File: src/include/mrs_pkg.sv
package mrs_pkg;

  // ----------------------------------------
  // Command codes
  // ----------------------------------------
  typedef enum logic [3:0] {
    MRS_CMD_NONE      = 4'h0,
    MRS_CMD_TST_Q     = 4'h1,
    MRS_CMD_WAIT      = 4'h2,
    MRS_CMD_RESET     = 4'h3,
    MRS_CMD_CRANGE    = 4'h4,
    MRS_CMD_CRANGE_Q  = 4'h5,
    MRS_CMD_CAUTO     = 4'h6,
    MRS_CMD_CAUTO_Q   = 4'h7,
    MRS_CMD_CSCAL     = 4'h8,
    MRS_CMD_CSCAL_Q   = 4'h9,
    MRS_CMD_CTR       = 4'ha,
    MRS_CMD_CTR_Q     = 4'hb,
    MRS_CMD_VRANGE    = 4'hc,
    MRS_CMD_VRANGE_Q  = 4'hd,
    MRS_CMD_VAUTO     = 4'he,
    MRS_CMD_VAUTO_Q   = 4'hf
  } mrs_cmd_t;

  // Response number format
  typedef enum logic [1:0] {
    MRS_FMT_NR1 = 2'h1,
    MRS_FMT_NR3 = 2'h2
  } mrs_fmt_t;

  // ----------------------------------------
  // Current range codes, ascending 5 mA .. 20 A
  // ----------------------------------------
  localparam logic [3:0] MRS_CRANGE_MAX_CODE = 4'hb;
  localparam logic [3:0] MRS_CRANGE_DEFAULT = 4'hb;

  // Voltage range codes
  localparam logic [15:0] MRS_VRANGE_LOW = 16'h0096;
  localparam logic [15:0] MRS_VRANGE_HIGH = 16'h012c;
  localparam logic [15:0] MRS_VRANGE_DEFAULT = 16'h012c;

  // CT ratio limits and defaults
  localparam logic [15:0] MRS_CTR_MIN = 16'h0001;
  localparam logic [15:0] MRS_CTR_MAX = 16'h07d0;
  localparam logic [15:0] MRS_CTR_DEFAULT = 16'h0001;
  localparam logic MRS_CAUTO_DEFAULT = 1'h1;
  localparam logic MRS_VAUTO_DEFAULT = 1'h1;
  localparam logic MRS_CSCAL_DEFAULT = 1'h0;
  localparam logic [15:0] MRS_TST_RESULT = 16'h0000;

  // ----------------------------------------
  // Carriers
  // ----------------------------------------
  typedef struct packed {
    mrs_cmd_t code;
    logic [15:0] arg;
  } mrs_req_t;

  typedef struct packed {
    mrs_fmt_t fmt;
    logic [15:0] value;
  } mrs_rsp_t;

  typedef struct packed {
    logic [3:0] current_range_select;
    logic current_autorange_switch;
    logic current_scaling_switch;
    logic [15:0] current_transformer_ratio;
    logic [15:0] voltage_range_select;
    logic voltage_autorange_switch;
  } mrs_settings_t;

endpackage

File: src/design/mrs_range_check.sv
`timescale 1ns/1ps
module mrs_range_check
  import mrs_pkg::*;
#(
  parameter int WIDTH = 16
) (
  input wire logic [WIDTH-1:0] value,
  input wire logic [WIDTH-1:0] lo,
  input wire logic [WIDTH-1:0] hi,
  output logic inside_range
);
  // Stop at elaboration rather than build a zero-width comparator
  if (WIDTH < 1)
  begin : g_width_bad
    $error("Width must be positive");
  end

  assign inside_range = (value >= lo) && (value <= hi);
endmodule // mrs_range_check

File: src/design/mrs_settings.sv
`timescale 1ns/1ps
// Overview of operation
// - Self-test query always answers zero
// - Wait holds later commands until idle
// - Current range: twelve values, default 20 A
// - Writing current range clears current autorange
// - Current autorange takes on/off, default on
// - Current scaling takes on/off, default off
// - CT ratio 1..2000, default 1, scaling-gated
// - Voltage range 150 or 300, default 300
// - Writing voltage range clears voltage autorange
// - Voltage autorange takes on/off, default on
// - Current range query answers NR3
// - Switch queries answer NR1 one or zero
// - CT ratio, voltage range queries answer NR3
// - Reset command aborts measurement, restores defaults
module mrs_settings
  import mrs_pkg::*;
(
  input wire logic mclk,
  input wire logic reset_n,
  input wire logic req_valid,
  input wire mrs_pkg::mrs_req_t req,
  input wire logic ops_pending,
  output logic req_ready,
  output logic rsp_valid,
  output mrs_pkg::mrs_rsp_t rsp,
  output logic param_error,
  output logic abort_measure,
  output mrs_pkg::mrs_settings_t settings,
  output logic [15:0] effective_ct_ratio
);
  import mrs_pkg::*;

  // ----------------------------------------
  // Command sequencer
  // ----------------------------------------
  typedef enum logic [1:0] {
    MRS_ST_IDLE = 2'b01,
    MRS_ST_WAIT = 2'b10
  } mrs_state_t;

  mrs_state_t state_q;
  mrs_state_t state_d;
  mrs_settings_t set_q;
  mrs_settings_t set_d;
  logic rsp_valid_q;
  logic rsp_valid_d;
  mrs_rsp_t rsp_q;
  mrs_rsp_t rsp_d;
  logic perr_q;
  logic perr_d;
  logic abort_q;
  logic abort_d;
  logic [15:0] eff_q;
  logic [15:0] eff_d;
  logic ready_q;
  logic ready_d;
  logic take;
  logic ctr_ok;
  logic crange_ok;

  mrs_range_check #(
    .WIDTH(16)
  ) u_ctr_check (
    .value(req.arg),
    .lo(MRS_CTR_MIN),
    .hi(MRS_CTR_MAX),
    .inside_range(ctr_ok)
  );

  // Range codes are dense 0..11, so the same comparator serves
  mrs_range_check #(
    .WIDTH(16)
  ) u_crange_check (
    .value(req.arg),
    .lo(16'h0000),
    .hi({12'h000, MRS_CRANGE_MAX_CODE}),
    .inside_range(crange_ok)
  );

  assign take = req_valid && ready_q;

  always_comb
  begin
    state_d = state_q;
    set_d = set_q;
    rsp_valid_d = 1'b0;
    rsp_d = rsp_q;
    perr_d = 1'b0;
    abort_d = 1'b0;
    ready_d = ready_q;
    unique case (state_q)
      MRS_ST_IDLE:
      begin
        if (take)
        begin
          unique case (req.code)
            MRS_CMD_TST_Q:
            begin
              rsp_valid_d = 1'b1;
              rsp_d = '{fmt: MRS_FMT_NR1, value: MRS_TST_RESULT};
            end
            MRS_CMD_WAIT:
            begin
              if (ops_pending)
              begin
                state_d = MRS_ST_WAIT;
                ready_d = 1'b0;
              end
            end
            MRS_CMD_RESET:
            begin
              abort_d = 1'b1;
              set_d = '{MRS_CRANGE_DEFAULT, MRS_CAUTO_DEFAULT, MRS_CSCAL_DEFAULT,
                        MRS_CTR_DEFAULT, MRS_VRANGE_DEFAULT, MRS_VAUTO_DEFAULT};
            end
            MRS_CMD_CRANGE:
            begin
              if (crange_ok)
              begin
                set_d.current_range_select = req.arg[3:0];
                set_d.current_autorange_switch = 1'b0;
              end
              else
              begin
                perr_d = 1'b1;
              end
            end
            MRS_CMD_CRANGE_Q:
            begin
              rsp_valid_d = 1'b1;
              rsp_d = '{fmt: MRS_FMT_NR3, value: {12'h000, set_q.current_range_select}};
            end
            MRS_CMD_CAUTO:
            begin
              if (req.arg[15:1] == 15'h0000)
                set_d.current_autorange_switch = req.arg[0];
              else
                perr_d = 1'b1;
            end
            MRS_CMD_CAUTO_Q:
            begin
              rsp_valid_d = 1'b1;
              rsp_d = '{fmt: MRS_FMT_NR1, value: {15'h0000, set_q.current_autorange_switch}};
            end
            MRS_CMD_CSCAL:
            begin
              if (req.arg[15:1] == 15'h0000)
                set_d.current_scaling_switch = req.arg[0];
              else
                perr_d = 1'b1;
            end
            MRS_CMD_CSCAL_Q:
            begin
              rsp_valid_d = 1'b1;
              rsp_d = '{fmt: MRS_FMT_NR1, value: {15'h0000, set_q.current_scaling_switch}};
            end
            MRS_CMD_CTR:
            begin
              if (ctr_ok)
                set_d.current_transformer_ratio = req.arg;
              else
                perr_d = 1'b1;
            end
            MRS_CMD_CTR_Q:
            begin
              rsp_valid_d = 1'b1;
              rsp_d = '{fmt: MRS_FMT_NR3, value: set_q.current_transformer_ratio};
            end
            MRS_CMD_VRANGE:
            begin
              if (req.arg == MRS_VRANGE_LOW || req.arg == MRS_VRANGE_HIGH)
              begin
                set_d.voltage_range_select = req.arg;
                set_d.voltage_autorange_switch = 1'b0;
              end
              else
                perr_d = 1'b1;
            end
            MRS_CMD_VRANGE_Q:
            begin
              rsp_valid_d = 1'b1;
              rsp_d = '{fmt: MRS_FMT_NR3, value: set_q.voltage_range_select};
            end
            MRS_CMD_VAUTO:
            begin
              if (req.arg[15:1] == 15'h0000)
                set_d.voltage_autorange_switch = req.arg[0];
              else
                perr_d = 1'b1;
            end
            MRS_CMD_VAUTO_Q:
            begin
              rsp_valid_d = 1'b1;
              rsp_d = '{fmt: MRS_FMT_NR1, value: {15'h0000, set_q.voltage_autorange_switch}};
            end
            default:
            begin
            end
          endcase
        end
      end
      MRS_ST_WAIT:
      begin
        if (!ops_pending)
        begin
          state_d = MRS_ST_IDLE;
          ready_d = 1'b1;
        end
      end
      default:
      begin
        state_d = MRS_ST_IDLE;
        ready_d = 1'b1;
      end
    endcase
    // ratio only applies while scaling is on
    eff_d = set_d.current_scaling_switch ? set_d.current_transformer_ratio : MRS_CTR_MIN;
  end

  always_ff @(posedge mclk or negedge reset_n)
  begin
    if (!reset_n)
    begin
      state_q <= MRS_ST_IDLE;
      set_q <= '{MRS_CRANGE_DEFAULT, MRS_CAUTO_DEFAULT, MRS_CSCAL_DEFAULT,
                 MRS_CTR_DEFAULT, MRS_VRANGE_DEFAULT, MRS_VAUTO_DEFAULT};
      rsp_valid_q <= 1'b0;
      rsp_q <= '{fmt: MRS_FMT_NR1, value: 16'h0000};
      perr_q <= 1'b0;
      abort_q <= 1'b0;
      eff_q <= MRS_CTR_MIN;
      ready_q <= 1'b1;
    end
    else
    begin
      state_q <= state_d;
      set_q <= set_d;
      rsp_valid_q <= rsp_valid_d;
      rsp_q <= rsp_d;
      perr_q <= perr_d;
      abort_q <= abort_d;
      eff_q <= eff_d;
      ready_q <= ready_d;
    end
  end

  assign req_ready = ready_q;
  assign rsp_valid = rsp_valid_q;
  assign rsp = rsp_q;
  assign param_error = perr_q;
  assign abort_measure = abort_q;
  assign settings = set_q;
  assign effective_ct_ratio = eff_q;

  // ----------------------------------------
  // Checks
  // ----------------------------------------
  a_selftest_zero: assert property (@(posedge mclk) disable iff (!reset_n)
    take && req.code == MRS_CMD_TST_Q |=> rsp_valid && rsp.value == 16'h0000 && rsp.fmt == MRS_FMT_NR1)
    else $error("Self-test answer not zero");
  a_wait_stall: assert property (@(posedge mclk) disable iff (!reset_n)
    take && req.code == MRS_CMD_WAIT && ops_pending |=> !req_ready)
    else $error("Wait did not stall");
  a_wait_hold: assert property (@(posedge mclk) disable iff (!reset_n)
    !req_ready && ops_pending |=> !req_ready)
    else $error("Wait released while busy");
  a_wait_release: assert property (@(posedge mclk) disable iff (!reset_n)
    !req_ready && !ops_pending |=> req_ready)
    else $error("Wait did not release");
  a_crange_bad: assert property (@(posedge mclk) disable iff (!reset_n)
    take && req.code == MRS_CMD_CRANGE && req.arg > 16'h000b
    |=> param_error && $stable(settings.current_range_select))
    else $error("Bad current range accepted");
  a_crange_auto: assert property (@(posedge mclk) disable iff (!reset_n)
    take && req.code == MRS_CMD_CRANGE && req.arg <= 16'h000b
    |=> !settings.current_autorange_switch && settings.current_range_select == $past(req.arg[3:0]))
    else $error("Current autorange not cleared");
  a_vrange_auto: assert property (@(posedge mclk) disable iff (!reset_n)
    take && req.code == MRS_CMD_VRANGE && (req.arg == 16'h0096 || req.arg == 16'h012c)
    |=> !settings.voltage_autorange_switch)
    else $error("Voltage autorange not cleared");
  a_vrange_set: assert property (@(posedge mclk) disable iff (!reset_n)
    settings.voltage_range_select == 16'h0096 || settings.voltage_range_select == 16'h012c)
    else $error("Voltage range illegal");
  a_ctr_bounds: assert property (@(posedge mclk) disable iff (!reset_n)
    settings.current_transformer_ratio >= 16'h0001 && settings.current_transformer_ratio <= 16'h07d0)
    else $error("CT ratio out of bounds");
  a_ctr_gate: assert property (@(posedge mclk) disable iff (!reset_n)
    !settings.current_scaling_switch |-> effective_ct_ratio == 16'h0001)
    else $error("CT ratio applied without scaling");
  a_reset_defaults: assert property (@(posedge mclk) disable iff (!reset_n)
    take && req.code == MRS_CMD_RESET |=> abort_measure && settings.current_range_select == 4'hb
    && settings.current_autorange_switch && !settings.current_scaling_switch
    && settings.current_transformer_ratio == 16'h0001 && effective_ct_ratio == 16'h0001
    && settings.voltage_range_select == 16'h012c && settings.voltage_autorange_switch)
    else $error("Reset did not restore defaults");
  a_ctr_query: assert property (@(posedge mclk) disable iff (!reset_n)
    take && req.code == MRS_CMD_CTR_Q |=> rsp_valid && rsp.fmt == MRS_FMT_NR3
    && rsp.value == $past(settings.current_transformer_ratio))
    else $error("CT ratio query wrong");
endmodule // mrs_settings

File: config.mk
export PLATFORM = sky130hd
export DESIGN_NAME = mrs_settings
export DESIGN_NICKNAME = d
export VERILOG_FILES = /design/src/include/mrs_pkg.sv /design/src/design/mrs_range_check.sv /design/src/design/mrs_settings.sv
export SDC_FILE = /design/constraint.sdc
export NUM_CORES = 1
export LEC_CHECK = 0
export BUFFER_PORTS_ARGS = -buffer_cell sky130_fd_sc_hd__buf_2
export CORE_ASPECT_RATIO = 0.8
export CORE_UTILIZATION = 30
export CTS_BUF_LIST = sky130_fd_sc_hd__clkbuf_8
export CTS_CLUSTER_DIAMETER = 50
export CTS_CLUSTER_SIZE = 20
export DETAILED_ROUTE_END_ITERATION = 16
export GPL_ROUTABILITY_DRIVEN = 1
export SLEW_MARGIN = 40
export SYNTH_ARGS = -nofsm -noshare
export SYNTH_HDL_FRONTEND = slang
export SYNTH_SLANG_ARGS = --single-unit
File: constraint.sdc
create_clock -name mclk -period 2.8 [get_ports mclk]
set_clock_uncertainty 0.15 [all_clocks]
set_input_delay 0.56 -clock mclk [delete_from_list [all_inputs] [get_ports mclk]]
set_output_delay 0.56 -clock mclk [all_outputs]
set_load 0.01 [all_outputs]
==> results of run 1 <==
[per-layer routing]
| metal | wire length [µm] | vias up |
|---|---|---|
| li1 | - | 1395 |
| met1 | 4705 | 1443 |
| met2 | 4652 | 133 |
| met3 | 784 | 6 |
| met4 | 123 | 0 |
| met5 | 0 | - |
[cells in the mapped netlist, types with 2 or more instances]
library cell               count
sky130_fd_sc_hd__inv_1        14
sky130_fd_sc_hd__buf_1         3
sky130_fd_sc_hd__nand4_1       4
sky130_fd_sc_hd__a22oi_1      12
sky130_fd_sc_hd__or2_2         2
sky130_fd_sc_hd__buf_2         2
sky130_fd_sc_hd__a22o_1       10
sky130_fd_sc_hd__nor2_1       11
sky130_fd_sc_hd__buf_4         2
sky130_fd_sc_hd__o21ai_0      27
sky130_fd_sc_hd__a211oi_1      4
sky130_fd_sc_hd__nand3_1       7
sky130_fd_sc_hd__and3_1        2
sky130_fd_sc_hd__dfstp_2      13
sky130_fd_sc_hd__clkbuf_1      9
sky130_fd_sc_hd__dfrtp_1      65
sky130_fd_sc_hd__nor2b_1       6
sky130_fd_sc_hd__a21oi_1      15
sky130_fd_sc_hd__nand2b_1      6
sky130_fd_sc_hd__and2_1       32
sky130_fd_sc_hd__a21boi_1      3
sky130_fd_sc_hd__nor4b_1       3
sky130_fd_sc_hd__a31oi_1       5
sky130_fd_sc_hd__nand3b_1      2
sky130_fd_sc_hd__nand2_1      37
sky130_fd_sc_hd__nor3_1       11
sky130_fd_sc_hd__a311oi_1      2
sky130_fd_sc_hd__nor4_1        5
sky130_fd_sc_hd__mux2_2        2
sky130_fd_sc_hd__mux2i_1       2
[layout by cell type, fill, tap and decap left out, drive strengths merged, types with 5 or more instances in the layout]
cell,instances
inv,17
and2,32
dfstp,13
a21oi,15
nor4,5
nor3,11
nand2b,6
clkbuf,12
dfrtp,65
buf,114
nand3,7
nand2,37
a22oi,12
o21ai,27
nor2,11
a31oi,5
nor2b,6
a22o,10
[flip-flops by register name, summed over array words and instances, names as in the netlist]
register / cells
state_q: 2
settings: 39
abort_measure: 1
rsp: 18
effective_ct_ratio: 16
rsp_valid: 1
param_error: 1
[power breakdown]
| part | internal (µW) | total, µW | switching (µW) |
|---|---|---|---|
| logic | 73.7 | 213 | 139 |
| registers | 1160 | 1180 | 22.2 |
| clock network | 476 | 860 | 384 |
| total | 1710 | 2260 | 545 |
[stage by stage]
| stage | cells | power (µW) | setup WS (ns) |
|---|---|---|---|
| 3_5_place_dp | 575 | 1420 | 0.02977 |
| 3_3_place_gp | 575 | 1415 | 0.1114 |
| 2_1_floorplan | 334 | 1301 | 0.4219 |
| 5_1_grt | 591 | 2359 | 0.2658 |
| 6_report | 591 | 2258 | 0.3605 |
| 4_1_cts | 591 | 2291 | 0.3822 |
[kinds of logic after synthesis]
kind of cell	synth area share
mux	0.01235
compound gates	0.1639
buf+inv	0.03888
simple gates	0.2108
flops	0.5716
xor+xnor	0.002544
[area by class of cell]
class,count,area (µm²),share of cell area
clock buffers,12,165.2,0.03785
clock inverters,4,41.29,0.009464
inverters,14,52.55,0.01204
multi-input cells,225,1344,0.3080
flip-flops and latches,78,1968,0.4511
well taps,144,180.2,0.04130
repair buffers,114,611.8,0.1402
[worst paths after layout]
check	slack (ns)	end
setup / recovery	0.36	effective_ct_ratio[15]$_DFF_PN0_
hold / removal	0.07	abort_measure$_DFF_PN0_
setup reg to reg	0.48	settings[17]$_DFF_PN1_
hold reg to reg	0.32	settings[35]$_DFFE_PN1P_
max in group asynchronous	1.91	effective_ct_ratio[5]$_DFF_PN0_
min in group mclk	0.32	state_q[1]$_DFFE_PN0P_
[critical path: stages]
cell and delay [ns]:
sky130_fd_sc_hd__buf_2 0.12, sky130_fd_sc_hd__nor3_1 0.42, sky130_fd_sc_hd__nand4_1 0.24, sky130_fd_sc_hd__nor4b_2 0.28, sky130_fd_sc_hd__mux2_2 0.38, sky130_fd_sc_hd__nor2b_1 0.37, sky130_fd_sc_hd__and2_1 0.20
==> run summary, run 1 <==
Measured in cells, the most critical reg-to-reg path has a length of 5. For the via count of the first global-routing pass, the log shows 2,892. Final count of pins violating max slew: 0. The initialized floorplan defines 34 standard-cell rows. The area of the mapped netlist came out at 3443 µm². The detailed router placed 2,977 vias in this run. The final global-route overflow total came out at 0.

The HPWL after detailed placement came out at 7325 µm. The number of antenna violations at the first check in global routing is 0. The fraction of layout cells with a size suffix above 1 was 0.3333; the post-synthesis sequential element count was 78. The peak supply drop was 0.2014 mV; the mean instance size in the synthesized netlist was 10.31 µm². In this run, distinct cell masters in the synthesized netlist total 46. In the final routed layout, each cell accounts on average for 17.37 µm. After routing the design area is 4363 µm².

Max-cap violations in this run came to 0. The Yosys step of the flow raised 0 warnings. Along the worst path, the maximum fanout reaches 5. The starting utilization of the core area is 0.3125, and the number of fill cells is 1,103.

The tree is rooted in a sky130_fd_sc_hd__clkbuf_8. The global routing usage on met3 came out at 0.03797. STA classifies the critical path startpoint as a primary input.

When the netlist entered floorplanning its net count stood at 358. The final-layout worst hold slack was 0.07193 ns; the number of buffers created by CTS was 9. The global-route met1 utilization was 0.2579; the largest buffer count on any clock path was 2. The run finished with clean final reports.

The run gives 0.3960 as the final core utilization. Clock edge transition at the registers on the reported setup and hold paths: 0.08 ns. For this design the static power due to leakage is 0.002209 µW. From left edge to right edge, the die measures 121.8 µm.

The startpoint identified for the worst register-to-register timing path is state_q[0]$_DFFE_PN1P_. The clock latency on the worst-skew pair was 0.34 ns; the quantity of hold-fixing buffers added after cts was 0. Once detail routing completed, the nets flagged for antenna violations numbered 0. Setup repair after global routing left no endpoint under its margin. The run gives 334 as the cell count after synthesis. The tools report the met2 usage in global routing as 0.2625.

The logs give 409.9 MHz for the highest clock rate and 0.8936 for the global placement routability congestion. Wires add up to 10,270 µm. Share of async-settable or async-resettable flops after synthesis: 1.000. The overall fraction of global-route tracks in use was 0.1796.

Buffers added to address setup during post-CTS repair amount to 0. The area growth from synthesis to layout is 26.71%. The fraction of the cycle the final worst path needs came out at 0.8713. The layer flagged by global routing as most heavily used is met2.

At the worst endpoint, the required time is 2.93 ns. The first global-routing pass estimated 16,040 µm of wire. Setup violations remaining at the end of the flow were counted as 0. The die covers 11,910 µm². The tools report the kind of end point of the critical path as a flip-flop.

TritonCTS built the clock tree. The timing startpoint of the critical path is req[10]. Ranked by total cell area, the synthesized netlist is headed by sky130_fd_sc_hd__dfrtp_1, sky130_fd_sc_hd__dfstp_2, sky130_fd_sc_hd__and2_1.

The tightest slew margin relative to the limit is 0.4989, and the number of enable flip-flop cells after synthesis is 0. After the first detailed-routing iteration, the DRC count stood at 197. Top-area cell type share of the netlist area: 0.4724. The tools report the maximum number of pins on one net before global-route repair as 79. The net count of the finished layout is 466. For the worst setup path, the data arrival time is 2.57 ns. The run gives 0 as the final hold violation count. The core region is 11,020 µm². Critical path class: primary input to flip-flop. Slew at the pin closest to its max-slew limit: 0.7508 ns. The final critical-path required period works out to 2.440 ns. The count of buffers from port buffering came out at 100. The H-tree was split into 3 levels. First-pass detailed-route iteration total: 5. The most area-hungry cell type in the Yosys netlist is sky130_fd_sc_hd__dfrtp_1. After detailed placement, the total cell area comes to 4156 µm². Type of the tightest min-delay check: primary input to async pin. Detailed-route DRC error count: 0.

For the count of pins on the block boundary, the log shows 101. The top flip-flop cell by instance count after synthesis is sky130_fd_sc_hd__dfrtp_1. The number of vias per cell after detailed routing came out at 5.037.

The die extent in y is 97.83 µm. Sequential fraction of the synthesis area: 0.5716. The count of antenna diodes in the layout is 0.

Once the clock tree was built, the resizer swapped 0 gates to a different size. Clock tree synthesis found a total of 78 sinks. After routing, the total negative slack on setup checks comes to 0 ns. The power density normalized to cell area came out at 517.5 nW/µm².
Note: power is estimated with default switching activity, not from simulation.
==> run 2, diff against run 1 <==
==> constraint.sdc (replaced) <==
create_clock -name mclk -period 2.8 [get_ports mclk]
set_clock_uncertainty 0.15 [all_clocks]
set_input_delay 0.14 -clock mclk [delete_from_list [all_inputs] [get_ports mclk]]
set_output_delay 0.14 -clock mclk [all_outputs]
set_load 0.01 [all_outputs]
==> run 2 against run 1 <==
Non-clock buffer count grew 3; power grew 5.2%; utilization grew 0.62 points; hold slack lost 0.042 ns; via count grew 0.77%; die area is the same; sequential share of layout area shrank 0.70 points; cell count grew 0.51%; critical path type unchanged; largest cell class unchanged; largest power group unchanged.
==> run summary, run 2 (synthesis gave the netlist of run 1 again) <==
The run gives 4848 µm (+3.0%) as the sum of routed wire segments on met1. Tracing the worst setup path back leads to its startpoint at req[8]. The count of antenna diodes in the layout was 0 (unchanged).

The logs give 101 (unchanged) for the count of pins on the block boundary and 3 (unchanged) for the maximum level of the CTS H-tree. The maximum number of pins on one net before global-route repair was 79 (unchanged). The final core utilization came out at 0.4022 (+0.006246). The die area is 11,910 µm² (unchanged). Routed signal wires occupy layers up through met4. The number of design-rule violations left by the first detailed-router iteration was 227 (+15%); the required time at the worst-slack endpoint was 2.94 ns (about the same).

The tools report the final hold violation count as 0 (unchanged). The clock latency on the worst-skew pair is 0.35 ns (about the same). The tools report the post-route standard cell area excluding fillers as 4432 µm² (+1.6%).

The critical path depth works out to 8 (+1). Number of vias per cell after detailed routing: 5.051 (+0.26%). The starting utilization of the core area is 0.3125 (unchanged), and the number of fill cells is 1,097 (-0.54%). For the net switching power of the design, the log shows 602.4 µW (+10%). The critical path in this run is classified as primary input to flip-flop. The tools report the clock share of power as 0.410 (+0.029). The critical path data arrival time was 2.76 ns (+0.19 ns); the area after detailed placement was 4101 µm² (-1.3%). STA classifies the critical path endpoint as a flip-flop. STA classifies the critical path startpoint as a primary input. The first-pass detailed-route iteration total was 4 (-1); the cell row count was 34 (unchanged). The proportion of total power due to net switching works out to 0.2536 (+0.01214). Final-layout worst hold slack: 0.02958 ns (-0.04235 ns). The final count of negative-setup-slack endpoints is 0 (unchanged). The routed wire length per instance was 17.19 µm (-1.0%).

Max-cap violation count: 0 (unchanged). The slowest cell on the critical path was sky130_fd_sc_hd__dlygate4sd3_1. The count of buffers from port buffering came out at 100 (unchanged).

Fraction of the cycle the final worst path needs: 0.9373 (+0.06603). TritonCTS built the clock tree. Following the worst setup path forward leads to its endpoint at effective_ct_ratio[15]$_DFF_PN0_. The commonest non-fill, non-tap cell in the layout was sky130_fd_sc_hd__buf_2.

The logs give 381.0 MHz (-7.0%) for the highest clock rate and 0 (unchanged) for the detailed-route DRC error count. The count of buffer and inverter cells on the critical path came out at 2 (+1). Reg-to-reg critical path endpoint: effective_ct_ratio[15]$_DFF_PN0_. The internal power component is 1773 µW (+3.5%). The tools report the overall fraction of global-route tracks in use as 0.1814 (+0.001844). The worst stage delay on the critical path was 0.54 ns (+0.12 ns). In the layout the commonest cells are sky130_fd_sc_hd__buf_2, sky130_fd_sc_hd__dfrtp_1, sky130_fd_sc_hd__nand2_1. The run gives 0 (unchanged) as the number of antenna violations at the first check in global routing. The launch point of the worst reg-to-reg path was state_q[0]$_DFFE_PN1P_.

The tools report the post-route total power as 2375 µW (+5.2%). The clock root buffer master was sky130_fd_sc_hd__clkbuf_8. The width of the die is 121.8 µm (unchanged). The min-delay analysis places its worst path in the category primary input to flip-flop. Worst setup slack for register-to-register paths: 0.51 ns (+0.03 ns). The tightest slew margin relative to the limit is 0.5286 (+0.02963). For the global placement routability congestion, the log shows 0.8813 (-1.4%).

Compared with the post-synthesis result, the final layout area differs by 28.71%. The tools report the largest buffer count on any clock path as 2 (unchanged). The maximum fanout along the worst path was 6 (+1). The run gives 0.1810 mV (-10%) as the peak supply drop. The run gives 813 µm (+3.7%) as the routed length on met3.

The final critical-path required period is 2.624 ns (+0.1849 ns), and the die extent in y is 97.83 µm (unchanged). HPWL after detailed placement: 7215 µm (-1.5%). Wire length of the first global-routing pass: 16,350 µm (+1.9%).

The final global-route overflow total came out at 0 (unchanged). The run finished with clean final reports. For the part of the power in registers, the log shows 0.499 (-0.026). Power density normalized to cell area: 536.0 nW/µm² (+3.6%). The kind of cell with the highest combined delay along the critical path is simple AND/OR/NAND/NOR gates. The number of buffers created by CTS came out at 9 (unchanged). Post-cts resize count: 0 (unchanged).

For the total negative setup slack, the log shows 0 ns (unchanged). The total number of vias is 3,000 (+0.77%), and the final layout net count is 469 (+0.64%). Fraction of layout cells with a size suffix above 1: 0.3200 (-0.01333). The clock edge transition at the registers on the reported setup and hold paths was 0.08 ns (about the same); the leakage power was 0.002210 µW (about the same).

Area of the core: 11,020 µm² (unchanged). The tools report the met2 layer wire length in the routed design as 4448 µm (-4.4%). The slew at the pin closest to its max-slew limit works out to 0.7072 ns (-0.04364 ns). The final count of pins violating max slew is 0 (unchanged). The tools report the total clock sinks as 78 (unchanged). The signal on the critical path passes through dlygate4sd3_1 -> buf_2 -> nor4_1 -> nand4_1 -> nor4b_2 -> mux2_2 -> nor2b_1 -> and2_1. The flip-flop count of the largest register, all copies and words added was 39 (unchanged); the post-detailed-route count of antenna-violating nets was 0 (unchanged). The cell count of the worst reg-to-reg path works out to 5 (unchanged). Setup repair after global routing left no endpoint under its margin. The run gives 10,210 µm (-0.53%) as the final wirelength. The share of power burned in combinational logic is 0.091 (-0.003). The largest register by flop count is settings.

The tools report the via count of the first global-routing pass as 2,949 (+2.0%).
==> run 2: cell types whose count changed in the layout (fill, tap and decap cells not counted), sizes merged <==
cell | previous run | this run
dlygate4sd3 | 0 | 10
buf | 114 | 107
clkbuf | 12 | 10
clkinvlp | 0 | 2
bufinv | 1 | 2
inv | 17 | 16
==> run 2: final cells by class <==
| class | count | area, µm² | area share |
|---|---|---|---|
| inverters | 14 | 52.55 | 0.01186 |
| multi-input cells | 225 | 1341 | 0.3027 |
| clock inverters | 6 | 92.59 | 0.02089 |
| clock buffers | 10 | 137.6 | 0.03106 |
| flip-flops and latches | 78 | 1968 | 0.4441 |
| well taps | 144 | 180.2 | 0.04066 |
| repair buffers | 117 | 659.4 | 0.1488 |
==> run 2: worst reg2reg max path, cell delays in order (launching register included) <==
cell and delay, ns:
sky130_fd_sc_hd__dfstp_2 0.57, sky130_fd_sc_hd__nand3b_1 0.24, sky130_fd_sc_hd__nor4b_2 0.35, sky130_fd_sc_hd__mux2_2 0.38, sky130_fd_sc_hd__nor2b_1 0.36, sky130_fd_sc_hd__and2_1 0.19
==> run 2: routing by layer <==
layer | track usage | vias to the layer above
met5 | 0 | -
met4 | 0.04938 | 0
met3 | 0.03914 | 7
met2 | 0.2634 | 113
met1 | 0.2703 | 1479
li1 | - | 1401
==> run 2: stage by stage <==
| stage | worst slack, ns | std cells |
|---|---|---|
| after detailed placement | 0.2881 | 568 |
| after CTS | 0.1779 | 594 |
| after global routing | 0.05338 | 594 |
| after floorplan | 0.8419 | 334 |
| final | 0.1756 | 594 |
| after global placement | 0.3808 | 568 |
==> run 2: repair_timing <==
| item | CTS | global route |
|---|---|---|
| buffers inserted | 0 | 0 |
| hold buffers | 10 | 0 |
| hold endpoints to repair | 75 | 0 |
==> run 2: power groups by stage <==
| stage | Sequential (µW) | Clock, µW | Combinational [µW] |
|---|---|---|---|
| after floorplan | 1210 | 0 | 87.2 |
| after global placement | 1210 | 0 | 203 |
| after detailed placement | 1210 | 0 | 205 |
| after CTS | 1190 | 1000 | 217 |
| after global routing | 1190 | 1040 | 241 |
| final | 1190 | 975 | 215 |
==> run 2: how the worst min path moves through the flow <==
stage,end,cells after the start,startpoint,slack (ns)
detailed placement,abort_measure$_DFF_PN0_,1,reset_n,0.07
finish,settings[18]$_DFF_PN0_,2,req[1],0.03
floorplan,abort_measure$_DFF_PN0_,0,reset_n,-0.31
global placement,rsp[2]$_DFFE_PN0P_,1,reset_n,0.21
CTS,settings[18]$_DFF_PN0_,2,req[1],0.0009
global route,settings[18]$_DFF_PN0_,2,req[1],0.04
